===== src/inc/vram_ctrl_pkg.sv =====
package vram_ctrl_pkg;
    // core clock and its period in picoseconds
    localparam int unsigned CLK_HZ           = 40_000_000;
    localparam int unsigned CLK_PERIOD_PS    = 25_000;
    // power-up pause, least time, rounded down
    localparam int unsigned PAUSE_US         = 200;
    localparam int unsigned PAUSE_CYC        = (PAUSE_US * (CLK_HZ / 1_000_000));
    // refresh period, longest time, spread over all rows (rounded down)
    localparam int unsigned REF_PERIOD_MS    = 8;
    localparam int unsigned REF_ROWS         = 512;
    localparam int unsigned REF_PERIOD_CYC   = REF_PERIOD_MS * (CLK_HZ / 1_000);
    localparam int unsigned REF_INTERVAL_CYC = REF_PERIOD_CYC / REF_ROWS;
    localparam int unsigned INIT_CYCLES      = 8;
    // strobe phase lengths in core cycles of 25 ns (PRE_CYC 2 x 25 ns = 50 ns, RAS_CYC 4 x 25 ns = 100 ns)
    localparam int unsigned PRE_CYC          = 2;
    localparam int unsigned RAS_CYC          = 4;
    localparam int unsigned RCD_CYC          = 1;
    localparam int unsigned CSR_CYC          = 1;
    localparam int unsigned ROW_W            = 9;
    localparam int unsigned ADDR_W           = 9;
    localparam int unsigned DATA_W           = 8;
    localparam logic [ROW_W-1:0] ROW_RESET   = 9'h000;

    typedef struct packed {
        logic             rasN;
        logic             casN;
        logic             weN;
        logic             dtOeN;
        logic             scClk;
        logic [ADDR_W-1:0] addr;
    } ram_pins_t;

    typedef struct packed {
        logic             write;
        logic [ROW_W-1:0] row;
        logic [ADDR_W-1:0] col;
        logic [DATA_W-1:0] wdata;
    } access_req_t;
endpackage


===== src/logic/vram_pace_timer.sv =====
`timescale 1ns/1ps
`default_nettype none
module vram_pace_timer
    import vram_ctrl_pkg::*;
#(
    parameter int unsigned LOAD = 16
) (
    input  wire logic core_clk, // core clock
    input  wire logic rst,      // synchronous reset
    input  wire logic restart,  // reload the count
    output logic      tick      // one-cycle pulse every LOAD cycles
);
    logic [23:0] count_r;
    logic [23:0] count_nxt;
    logic        tick_nxt;

    always_comb begin
        tick_nxt  = 1'b0;
        count_nxt = count_r - 24'h00_0001;
        if (restart) begin
            count_nxt = 24'(LOAD - 1);
        end else if (count_r == 24'h00_0000) begin
            count_nxt = 24'(LOAD - 1);
            tick_nxt  = 1'b1;
        end
    end

    always_ff @(posedge core_clk) begin
        if (rst) begin
            count_r <= 24'(LOAD - 1);
            tick    <= 1'b0;
        end else begin
            count_r <= count_nxt;
            tick    <= tick_nxt;
        end
    end
endmodule // vram_pace_timer
`default_nettype wire


===== src/logic/vram_host_ctrl.sv =====
`timescale 1ns/1ps
`default_nettype none
// Summary of operation
// wait at least 200 us after power-up before any cycle
// then eight row-strobe cycles and eight shift clocks, transfer/output-enable high
// with internal row counter, use eight column-before-row cycles instead
// refresh all 512 rows within every 8 ms
// write enable low before column strobe falls gives early write, outputs off
// late write enable after strobes gives read-write with data driven first
// other write timing leaves device outputs undefined; never rely on them
// write data taken at column strobe (early) or write enable (read-write)
// a read holds write enable high past column or row strobe rise
// late column strobe means data only after column-strobe access time
// late column address means data only after column-address access time
// hold row strobe and transfer/output-enable high during power-up
// after power-up data pins and flag are off, serial port input
// each cycle starts with row strobe falling, column strobe high; ends both high (column-before-row cycles here drop column strobe first)
// spread refreshes evenly and arbitrate them against pending accesses
module vram_host_ctrl
    import vram_ctrl_pkg::*;
#(
    parameter int unsigned PAUSE_LEN = PAUSE_CYC,        // power-up pause cycles
    parameter int unsigned REF_LEN   = REF_INTERVAL_CYC, // cycles between refreshes
    parameter bit          USE_CBR   = 1'b1              // init with column-before-row
) (
    input  wire logic               core_clk,  // 40 MHz clock
    input  wire logic               rst,       // synchronous reset, active high
    input  wire logic               reqValid,  // access request
    input  wire access_req_t        req,       // access command
    output logic                    reqReady,  // request taken last cycle
    output logic [DATA_W-1:0]       rdData,    // read data
    output logic                    rdValid,   // read data pulse
    output logic                    ready,     // initialisation done
    output ram_pins_t               pins,      // strobes, address, shift clock
    output logic [DATA_W-1:0]       dqOut,     // data pins driven value
    output logic                    dqOe,      // data pins driven while high
    input  wire logic [DATA_W-1:0]  dqIn       // data pins sampled
);
    typedef enum {PAUSE, INIT, IDLE, PRE, RAS, CAS, HOLD, CBR_CAS, CBR_RAS} st_t;

    st_t              st_r, st_nxt;
    logic [23:0]      cnt_r, cnt_nxt;
    logic [3:0]       initCnt_r, initCnt_nxt;
    logic [ROW_W-1:0] refRow_r, refRow_nxt;
    logic [9:0]       refOwed_r, refOwed_nxt;
    logic             isRef_r, isRef_nxt;
    logic             isCbr_r, isCbr_nxt;
    access_req_t      cur_r, cur_nxt;
    ram_pins_t        pins_nxt;
    logic [DATA_W-1:0] dqOut_nxt, rdData_nxt;
    logic             dqOe_nxt, rdValid_nxt, ready_nxt, reqReady_nxt;
    logic [DATA_W-1:0] dqS1_r, dqS2_r, dqS3_r;
    logic             refTick;

    vram_pace_timer #(.LOAD(REF_LEN)) u_pace (
        .core_clk (core_clk),
        .rst      (rst),
        .restart  (1'b0),
        .tick     (refTick)
    );

    // idle pin state: strobes high, write high, transfer/output-enable high
    function automatic ram_pins_t idlePins();
        ram_pins_t p;
        p = '{rasN: 1'b1, casN: 1'b1, weN: 1'b1, dtOeN: 1'b1, scClk: 1'b0, addr: '0};
        return p;
    endfunction

    always_comb begin
        st_nxt       = st_r;
        cnt_nxt      = (cnt_r == 24'h00_0000) ? cnt_r : cnt_r - 24'h00_0001;
        initCnt_nxt  = initCnt_r;
        refRow_nxt   = refRow_r;
        refOwed_nxt  = refOwed_r + {9'h000, refTick};
        isRef_nxt    = isRef_r;
        isCbr_nxt    = isCbr_r;
        cur_nxt      = cur_r;
        pins_nxt     = pins;
        dqOut_nxt    = dqOut;
        dqOe_nxt     = dqOe;
        rdData_nxt   = rdData;
        rdValid_nxt  = 1'b0;
        ready_nxt    = ready;
        reqReady_nxt = 1'b0;
        case (st_r)
            PAUSE: begin
                pins_nxt = idlePins();
                dqOe_nxt = 1'b0;
                if (cnt_r == 24'h00_0000) begin
                    st_nxt      = INIT;
                    initCnt_nxt = 4'h0;
                end
            end
            INIT: begin
                // one shift clock per init cycle with transfer/output-enable high
                pins_nxt.scClk = ~pins.scClk;
                if (initCnt_r == 4'(INIT_CYCLES)) begin
                    pins_nxt.scClk = 1'b0;
                    ready_nxt      = 1'b1;
                    st_nxt         = IDLE;
                end else if (!pins.scClk) begin
                    initCnt_nxt = initCnt_r + 4'h1;
                    isRef_nxt   = 1'b1;
                    isCbr_nxt   = USE_CBR;
                    st_nxt      = PRE;
                    cnt_nxt     = 24'(PRE_CYC - 1);
                end
            end
            IDLE: begin
                pins_nxt = idlePins();
                dqOe_nxt = 1'b0;
                if (refOwed_r != 10'h000) begin
                    isRef_nxt   = 1'b1;
                    isCbr_nxt   = USE_CBR;
                    refOwed_nxt = refOwed_r - 10'h001 + {9'h000, refTick};
                    st_nxt      = PRE;
                    cnt_nxt     = 24'(PRE_CYC - 1);
                end else if (reqValid) begin
                    isRef_nxt    = 1'b0;
                    isCbr_nxt    = 1'b0;
                    cur_nxt      = req;
                    reqReady_nxt = 1'b1;
                    st_nxt       = PRE;
                    cnt_nxt      = 24'(PRE_CYC - 1);
                end
            end
            PRE: begin
                pins_nxt = idlePins();
                if (cnt_r == 24'h00_0000) begin
                    if (isCbr_r) begin
                        pins_nxt.casN = 1'b0; // column strobe first
                        st_nxt        = CBR_CAS;
                        cnt_nxt       = 24'(CSR_CYC - 1);
                    end else begin
                        pins_nxt.addr = isRef_r ? refRow_r : cur_r.row;
                        st_nxt        = RAS;
                        cnt_nxt       = 24'(RCD_CYC);
                    end
                end
            end
            RAS: begin
                pins_nxt.rasN = 1'b0;
                if (cnt_r == 24'h00_0000) begin
                    if (isRef_r) begin
                        refRow_nxt = refRow_r + 9'h001;
                        st_nxt     = HOLD;
                        cnt_nxt    = 24'(RAS_CYC - 1);
                    end else begin
                        pins_nxt.addr  = cur_r.col;
                        pins_nxt.weN   = ~cur_r.write;
                        dqOut_nxt      = cur_r.wdata;
                        dqOe_nxt       = cur_r.write;
                        pins_nxt.dtOeN = cur_r.write;
                        st_nxt         = CAS;
                        // one extra cycle so driven data clears the 3-flop sampler
                        cnt_nxt        = 24'(RAS_CYC);
                    end
                end
            end
            CAS: begin
                pins_nxt.casN = 1'b0;
                if (cnt_r == 24'h00_0000) begin
                    // pins sampled one cycle after column strobe fell, delayed by the 3-flop sampler
                    rdData_nxt  = dqS3_r;
                    rdValid_nxt = ~cur_r.write;
                    pins_nxt    = idlePins();
                    dqOe_nxt    = 1'b0;
                    st_nxt      = ready ? IDLE : INIT;
                end
            end
            CBR_CAS: begin
                if (cnt_r == 24'h00_0000) begin
                    pins_nxt.rasN = 1'b0;
                    st_nxt        = CBR_RAS;
                    cnt_nxt       = 24'(RAS_CYC - 1);
                end
            end
            CBR_RAS, HOLD: begin
                if (cnt_r == 24'h00_0000) begin
                    pins_nxt = idlePins();
                    st_nxt   = ready ? IDLE : INIT;
                end
            end
            default: st_nxt = PAUSE;
        endcase
    end

    always_ff @(posedge core_clk) begin
        if (rst) begin
            st_r      <= PAUSE;
            cnt_r     <= 24'(PAUSE_LEN - 1);
            initCnt_r <= 4'h0;
            refRow_r  <= ROW_RESET;
            refOwed_r <= 10'h000;
            isRef_r   <= 1'b0;
            isCbr_r   <= 1'b0;
            cur_r     <= '0;
            pins      <= '{rasN: 1'b1, casN: 1'b1, weN: 1'b1, dtOeN: 1'b1,
                           scClk: 1'b0, addr: '0};
            dqOut     <= 8'h00;
            dqOe      <= 1'b0;
            rdData    <= 8'h00;
            rdValid   <= 1'b0;
            ready     <= 1'b0;
            reqReady  <= 1'b0;
            dqS1_r    <= 8'h00;
            dqS2_r    <= 8'h00;
            dqS3_r    <= 8'h00;
        end else begin
            st_r      <= st_nxt;
            cnt_r     <= cnt_nxt;
            initCnt_r <= initCnt_nxt;
            refRow_r  <= refRow_nxt;
            refOwed_r <= refOwed_nxt;
            isRef_r   <= isRef_nxt;
            isCbr_r   <= isCbr_nxt;
            cur_r     <= cur_nxt;
            pins      <= pins_nxt;
            dqOut     <= dqOut_nxt;
            dqOe      <= dqOe_nxt;
            rdData    <= rdData_nxt;
            rdValid   <= rdValid_nxt;
            ready     <= ready_nxt;
            reqReady  <= reqReady_nxt;
            dqS1_r    <= dqIn;
            dqS2_r    <= dqS1_r;
            dqS3_r    <= dqS2_r;
        end
    end

    AST_PAUSE_STROBES: assert property (@(posedge core_clk) disable iff (rst)
        (st_r == PAUSE) |-> (pins.rasN && pins.dtOeN))
        else $error("strobe low during power-up pause");
    AST_NO_EARLY: assert property (@(posedge core_clk) disable iff (rst)
        $fell(pins.rasN) |-> ready || (st_r != PAUSE))
        else $error("row strobe before pause ended");
    AST_INIT_DT_HIGH: assert property (@(posedge core_clk) disable iff (rst)
        (!ready && st_r != PAUSE) |-> pins.dtOeN)
        else $error("transfer pin low during init");
    AST_CBR_ORDER: assert property (@(posedge core_clk) disable iff (rst)
        (isCbr_r && $fell(pins.rasN)) |-> !pins.casN)
        else $error("column-before-row order broken");
    AST_ROW_FIRST: assert property (@(posedge core_clk) disable iff (rst)
        (!isCbr_r && $fell(pins.rasN)) |-> pins.casN)
        else $error("column strobe low at row strobe fall");
    AST_EARLY_WE: assert property (@(posedge core_clk) disable iff (rst)
        ($fell(pins.casN) && cur_r.write && !isRef_r) |-> !$past(pins.weN))
        else $error("write enable not ahead of column strobe");
    AST_READ_HOLD: assert property (@(posedge core_clk) disable iff (rst)
        ($rose(pins.casN) && !isRef_r && !cur_r.write) |-> pins.weN)
        else $error("write enable dropped in read");
    AST_REF_OWED: assert property (@(posedge core_clk) disable iff (rst)
        refOwed_r < 10'h004)
        else $error("refresh backlog too large");
    AST_DQ_OFF: assert property (@(posedge core_clk) disable iff (rst)
        (!pins.weN == 1'b0) |-> !dqOe)
        else $error("data driven outside a write");
endmodule // vram_host_ctrl
`default_nettype wire


===== config.mk =====
export PLATFORM = sky130hd
export DESIGN_NAME = vram_host_ctrl
export DESIGN_NICKNAME = d
export VERILOG_FILES = /design/src/inc/vram_ctrl_pkg.sv /design/src/logic/vram_pace_timer.sv /design/src/logic/vram_host_ctrl.sv
export SDC_FILE = /design/constraint.sdc
export NUM_CORES = 1
export LEC_CHECK = 0
export BUFFER_PORTS_ARGS = -buffer_cell sky130_fd_sc_hd__buf_2
export CORE_MARGIN = 4
export CORE_UTILIZATION = 33
export DETAILED_ROUTE_END_ITERATION = 12
export GPL_TIMING_DRIVEN = 0
export HOLD_SLACK_MARGIN = 0.02
export PLACE_DENSITY = 0.47
export SLEW_MARGIN = 30
export SYNTH_ARGS = -nofsm -noshare
export SYNTH_HDL_FRONTEND = slang
export SYNTH_SLANG_ARGS = --single-unit

===== constraint.sdc =====
create_clock -name core_clk -period 3.4 [get_ports core_clk]
set_clock_uncertainty 0.1 [all_clocks]
set_input_delay 0.34 -clock core_clk [delete_from_list [all_inputs] [get_ports core_clk]]
set_output_delay 0.34 -clock core_clk [all_outputs]
set_load 0.005 [all_outputs]

==> qor.yml, run 1 <==
viasPerCell: 4.707
critPathRequiredTime_ns: 3.61
vdd_drop_max_mv: 0.3915
power_frac_seq_pct: 42.8
whs_path_depth: 2
worst-path-max-fanout: 10
clkTransAtPathRegs_ns: 0.06
drv_cap: 0
timing.rr.start: "cnt_r[18]"
syn_area_um2: 6744
cts_max_path_buffers: 2
slowest_delay_ns: 0.47
status: "finished clean"
filler_cell_count: 2107
clockPowerShare_pct: 41.9
dr_total_vias: 5385
cp_top_family: "compound AO/OA/AOI/OAI gates"
yosysWarnings: 0
fp.dieH_um: 151.0
yosys_register_bits: 153
worst_pin_slew_ns: 0.7464
core_area_um2: 20170
synth_nets: 813
drive_above_1_share_pct: 15.22
ff2ff_path_depth: 8
drt_iter0_markers: 228
rsz0062_at_grt: "false"
grt_overflow: 0
fin_setup_tns_ns: 0
start_util_pct: 33.44
period_minus_slack_ns: 3.100
slowest_stage: "nor4_2"
p_sw_uw: 1333
synth_edf_count: 0
powerDensity_nw_per_um2: 571.7
first_pass_iters: 4
portBuffers: 71
path_buf_inv: 2
dieArea_um2: 22790
crit_arrival_ns: 3.31
synth_top_cell_by_area: "dfxtp_1"
root_buffer: "clkbuf_16"
routed_wl_um: 17150
diodes: 0
cts-buffers-inserted: 17
crit_chain: "nor4_2 > nand4b_1 > clkbuf_1 > o31ai_1 > a221o_1 > nor2_1 > clkbuf_1 > o211a_1"
row_count: 52
holdCritPathClass: "in -> reg"
grt.total_usage_pct: 15.72
r2r-end: "pins[4]"
synth_area_per_cell_um2: 8.816
cts_sinks: 153
min_from: "dqIn[6]"
worstSkewPairLatency_ns: 0.43
grt_pass1_wl_um: 27900
drc: 0
synth_area_leaders: "dfxtp_1 (45%), nor2_1 (6.8%), mux2i_1 (6.8%)"
synth-seq-area-share_pct: 45.42
multi_input_area_um2: 3436
seqCellArea_um2: 3063
switching_share_pct: 28.75
cpMostUsedCell: "clkbuf_1"
dp.final_hpwl_um: 12020
async_flop_share_pct: 0
r2r_setup_slack_ns: 0.30
whs_endpoint: "dqS1_r[6]"
ys_types: 69
combPwrFrac_pct: 15.3
nNetsFinal: 909
max_slew_margin_pct: 50.01
yosysTopAreaCellShare_pct: 45.42
drtAntennaViolNets: 0
power.leakage_uw: 0.003406
fin_crit_sh_pct: 91.17
startpoint_type: "register"
wire_per_inst_um: 14.99
cts_tree: "built"
grt_max_degree: 17
dieWidth_um: 151.0
antenna_found_initial: 0
critical_path_class: "reg -> reg"
area_growth_syn_to_layout_pct: 20.24
hold_violations: 0
pin_count: 72
crit_path_end_kind: "register"
ys.flop_type: "dfxtp_1"
fmax_mhz: 322.6
maxSlewViolCount: 0
internal_power_uw: 3303
power_uw: 4636
cts_htree_levels: 4
gp_congestion: 0.8470
setup_viol: 0
grt_pass1_vias: 5223
netlist_instances: 765
-- placed cells by master (no fill, tap or decap), types with 3 or more instances in the layout --
cell type,netlist,layout
nand4_1,7,7
dfxtp_1,153,153
and2_1,5,5
nor3_2,2,3
a211o_1,3,3
nor3_1,23,22
nand4b_1,3,3
clkbuf_16,0,17
a21oi_1,29,29
o211ai_1,8,8
o211a_1,9,9
nor2_1,123,123
inv_1,22,22
o31a_1,3,3
or2_2,3,3
inv_6,0,6
or4_1,5,5
or3_1,20,20
nor4b_1,3,3
clkbuf_1,30,30
buf_2,6,77
xnor2_1,18,18
nand3_1,11,11
nand2b_1,9,9
a211oi_1,4,4
nand2_1,59,58
o21ai_0,31,31
ha_1,10,10
nand3b_1,3,3
xor2_1,30,30
nor4_1,10,9
a31oi_1,3,3
dlygate4sd3_1,0,6
mux2i_1,46,46
nor2b_1,29,29
-- per-layer routing --
metal | track usage (%) | vias up | routed length, µm
met5 | 0 | - | 0
met4 | 4.080 | 0 | 93
met3 | 4.309 | 6 | 803
met2 | 24.31 | 91 | 7630
met1 | 21.72 | 2467 | 8626
li1 | - | 2821 | -
-- final cells by class --
cell class / count / area share, %
well taps: 270 / 4.166
plain buffers: 40 / 2.129
multi-input cells: 549 / 42.37
repair buffers: 77 / 5.123
inverters: 23 / 1.065
clock inverters: 14 / 1.960
clock buffers: 18 / 5.416
flip-flops and latches: 153 / 37.77
-- stage by stage --
| step | setup slack [ns] | util, % | area [µm²] | instances | hold WS (ns) |
|---|---|---|---|---|---|
| after floorplan | 0.8169 | - | 6744 | 765 | 0.3065 |
| after global placement | -0.007737 | 36.87 | 7437 | 1106 | 0.3158 |
| after detailed placement | 0.03524 | 36.87 | 7437 | 1106 | 0.3218 |
| after CTS | 0.01131 | 40.09 | 8085 | 1143 | 0.02082 |
| after global routing | 0.02977 | 40.20 | 8109 | 1144 | 0.02745 |
| final | 0.3001 | 40.20 | 8109 | 1144 | 0.03489 |
-- power groups by stage --
| stage | clock (µW) | sequential (µW) | combinational [µW] |
|---|---|---|---|
| global placement | 0 | 2030 | 703 |
| floorplan | 0 | 2010 | 493 |
| global route | 2090 | 2000 | 790 |
| CTS | 1990 | 1990 | 707 |
| finish | 1940 | 1990 | 707 |
| detailed placement | 0 | 2030 | 697 |
-- repair_timing --
item                                   4_1_cts  5_1_grt
setup endpoints to repair                    0       21
hold buffers                                 5        1
setup buffers                                0        0
endpoints found under the hold margin        5        1
gates resized for setup                      0        3
-- state kept, by name, indices dropped and copies added (netlist names) --
signal,flops
dqOut,8
dqS2_r,8
rdValid,1
u_pace.tick,1
reqReady,1
dqOe,1
rdData,8
cnt_r,24
ready,1
dqS3_r,8
u_pace.count_r,24
isCbr_r,1
pins,14
refOwed_r,10
dqS1_r,8
st_r,4
cur_r,27
initCnt_r,4
-- Yosys cell counts, types with 20 or more instances --
library cell and number:
mux2i_1 46, clkbuf_1 30, nor2b_1 29, o21ai_0 31, nor3_1 23, a21oi_1 29
inv_1 22, xor2_1 30, nor2_1 123, dfxtp_1 153, nand2_1 59, or3_1 20
-- cells by family (layout without fill, tap and decap cells) --
kind of cell	Yosys count	in the layout	synth area share [%]
AOI/OAI and AO/OA	113	113	11.06
buffers and inverters	63	172	3.840
DFF	153	153	45.42
adders and majority gates	10	10	1.855
xor gates and xnor gates	48	48	6.234
muxes	47	47	6.994
and+or+nand+nor	331	331	24.60
-- worst max path at each step --
stage                              end  cells after the start  slack [ns]               from
floorplan           u_pace.count_r[15]                      8        0.82  u_pace.count_r[3]
global placement               pins[6]                      8      -0.008          cnt_r[18]
detailed placement             pins[4]                      8        0.04          cnt_r[18]
CTS                            pins[4]                      8        0.01          cnt_r[18]
global route                   pins[4]                      8        0.03          cnt_r[18]
finish                         pins[4]                      8        0.30          cnt_r[18]
No activity file was read; power rests on OpenSTA's default activity.
==> run 2: changes to the inputs <==
--- a/config.mk
+++ b/config.mk
@@ -11,6 +11,7 @@
 export DETAILED_ROUTE_END_ITERATION = 12
 export GPL_TIMING_DRIVEN = 0
 export HOLD_SLACK_MARGIN = 0.02
+export MAX_ROUTING_LAYER = met4
 export PLACE_DENSITY = 0.47
 export SLEW_MARGIN = 30
 export SYNTH_ARGS = -nofsm -noshare
==> qor.yml, run 2 (synthesized netlist as in run 1, its figures left out) <==
reg_top3: "cur_r (27), cnt_r (24), u_pace.count_r (24)"  # unchanged
largest_reg_flops: 27  # unchanged
drtAntennaViolNets: 0  # unchanged
setup_viol: 0  # unchanged
fp.dieH_um: 151.0  # unchanged
pin_count: 72  # unchanged
whs_endpoint: "dqS1_r[6]"  # unchanged
whs_path_depth: 2  # unchanged
filler_cell_count: 2107  # unchanged
dieArea_um2: 22790  # unchanged
first_pass_iters: 4  # unchanged
start_util_pct: 33.44  # unchanged
powerDensity_nw_per_um2: 571.4  # was 571.7 nW/µm²
fin_setup_tns_ns: 0  # unchanged
grt_overflow: 0  # unchanged
holdCritPathClass: "in -> reg"  # unchanged
cts_htree_levels: 4  # unchanged
status: "finished clean"  # unchanged
gp_congestion: 0.8603  # was 0.8470
diodes: 0  # unchanged
rsz0062_at_grt: "false"  # unchanged
post_cts.repair.setup_buffers: 0  # unchanged
vdd_drop_max_mv: 0.3946  # was 0.3915 mV
fmax_mhz: 322.1  # was 322.6 MHz
critPathRequiredTime_ns: 3.62  # was 3.61 ns
worst-path-max-fanout: 10  # unchanged
hold_violations: 0  # unchanged
antenna_found_initial: 0  # unchanged
final_cell_mix: "dfxtp_1 (153), nor2_1 (123), buf_2 (77)"  # unchanged
r2r-end: "pins[4]"  # unchanged
wire_per_inst_um: 14.97  # was 14.99 µm
grt_pass1_wl_um: 27880  # was 27900 µm
dr_total_vias: 5380  # was 5385
maxSlewViolCount: 0  # unchanged
largest_register: "cur_r"  # unchanged
clkTransAtPathRegs_ns: 0.06  # about the same
crit_path_end_kind: "register"  # unchanged
hold_slack_ns: 0.03207  # was 0.03489 ns
row_count: 52  # unchanged
cts_tree: "built"  # unchanged
timing.rr.start: "cnt_r[18]"  # unchanged
nNetsFinal: 909  # unchanged
cts_sinks: 153  # unchanged
cts_max_path_buffers: 2  # unchanged
dp.final_hpwl_um: 12020  # unchanged
routed_wl_um: 17120  # was 17150 µm
layout.cells.most_common: "dfxtp_1"  # unchanged
viasPerCell: 4.703  # was 4.707
dieWidth_um: 151.0  # unchanged
drc: 0  # unchanged
crit_arrival_ns: 3.32  # was 3.31 ns
critical_path_class: "reg -> reg"  # unchanged
max_slew_margin_pct: 49.73  # was 50.01%
drt_iter0_markers: 227  # was 228
multi_input_area_um2: 3436  # unchanged
power.leakage_uw: 0.003406  # unchanged
worst_pin_slew_ns: 0.7506  # was 0.7464 ns
portBuffers: 71  # unchanged
drive_above_1_share_pct: 15.22  # unchanged
r2r_setup_slack_ns: 0.30  # about the same
cts-buffers-inserted: 17  # unchanged
worstSkewPairLatency_ns: 0.43  # about the same
core_area_um2: 20170  # unchanged
period_minus_slack_ns: 3.104  # was 3.100 ns
grt.total_usage_pct: 16.15  # was 15.72%
startpoint_type: "register"  # unchanged
min_from: "dqIn[6]"  # unchanged
root_buffer: "clkbuf_16"  # unchanged
grt_max_degree: 17  # unchanged
area_growth_syn_to_layout_pct: 20.24  # unchanged
seqCellArea_um2: 3063  # unchanged
grt_pass1_vias: 5230  # was 5223
ff2ff_path_depth: 8  # unchanged
drv_cap: 0  # unchanged
fin_crit_sh_pct: 91.30  # was 91.17%
==> run 2: cell counts in the layout (fill, tap and decap cells not counted) <==
No cell type changed its count.
==> run 2: final cells by class <==
| class | count | share of cell area, % |
|---|---|---|
| inverters | 23 | 1.065 |
| well taps | 270 | 4.166 |
| flip-flops and latches | 153 | 37.77 |
| plain buffers | 40 | 2.129 |
| clock buffers | 18 | 5.416 |
| repair buffers | 77 | 5.123 |
| multi-input cells | 549 | 42.37 |
| clock inverters | 14 | 1.960 |
==> run 2: power breakdown <==
group          leakage (µW)  switching (µW)  internal (µW)  total [µW]
Combinational       0.00187             426            280         706
Clock              0.000294             822           1120        1940
Sequential          0.00124            83.1           1900        1990
Total               0.00341            1330           3300        4630
==> run 2: through the flow <==
stage | util, % | cell area (µm²) | setup WS [ns] | std cells | power, µW
floorplan | - | 6744 | 0.8169 | 765 | 2500
global placement | 36.87 | 7437 | -0.007737 | 1106 | 2731
detailed placement | 36.87 | 7437 | 0.03524 | 1106 | 2724
global route | 40.20 | 8109 | 0.02972 | 1144 | 4877
finish | 40.20 | 8109 | 0.2958 | 1144 | 4633
CTS | 40.09 | 8085 | 0.01131 | 1143 | 4687
==> run 2: how the worst max path moves through the flow <==
stage          slack [ns]  cells past startpoint                  to         startpoint
3_5_place_dp         0.04                      8             pins[4]          cnt_r[18]
6_report             0.30                      8             pins[4]          cnt_r[18]
4_1_cts              0.01                      8             pins[4]          cnt_r[18]
3_3_place_gp       -0.008                      8             pins[6]          cnt_r[18]
5_1_grt              0.03                      8             pins[4]          cnt_r[18]
2_1_floorplan        0.82                      8  u_pace.count_r[15]  u_pace.count_r[3]
==> run 2: critical path, stage by stage, from the launching register on <==
cell,delay (ns)
dfxtp_1,0.34
nor4_2,0.47
nand4b_1,0.26
clkbuf_1,0.31
o31ai_1,0.35
a221o_1,0.43
nor2_1,0.12
clkbuf_1,0.30
o211a_1,0.30
==> run 2: layer usage <==
metal | routed length [µm] | GRT usage (%)
met1 | 8541 | 21.87
met2 | 7632 | 24.27
met3 | 796 | 4.039
met4 | 154 | 4.080
met5 | 0 | -
==> run 2: timing repair <==
item / in CTS / in global routing
hold buffers: 5 / 1
gates resized for setup: 0 / 3
endpoints found under the hold margin: 5 / 1
endpoints found under the setup margin: 0 / 21
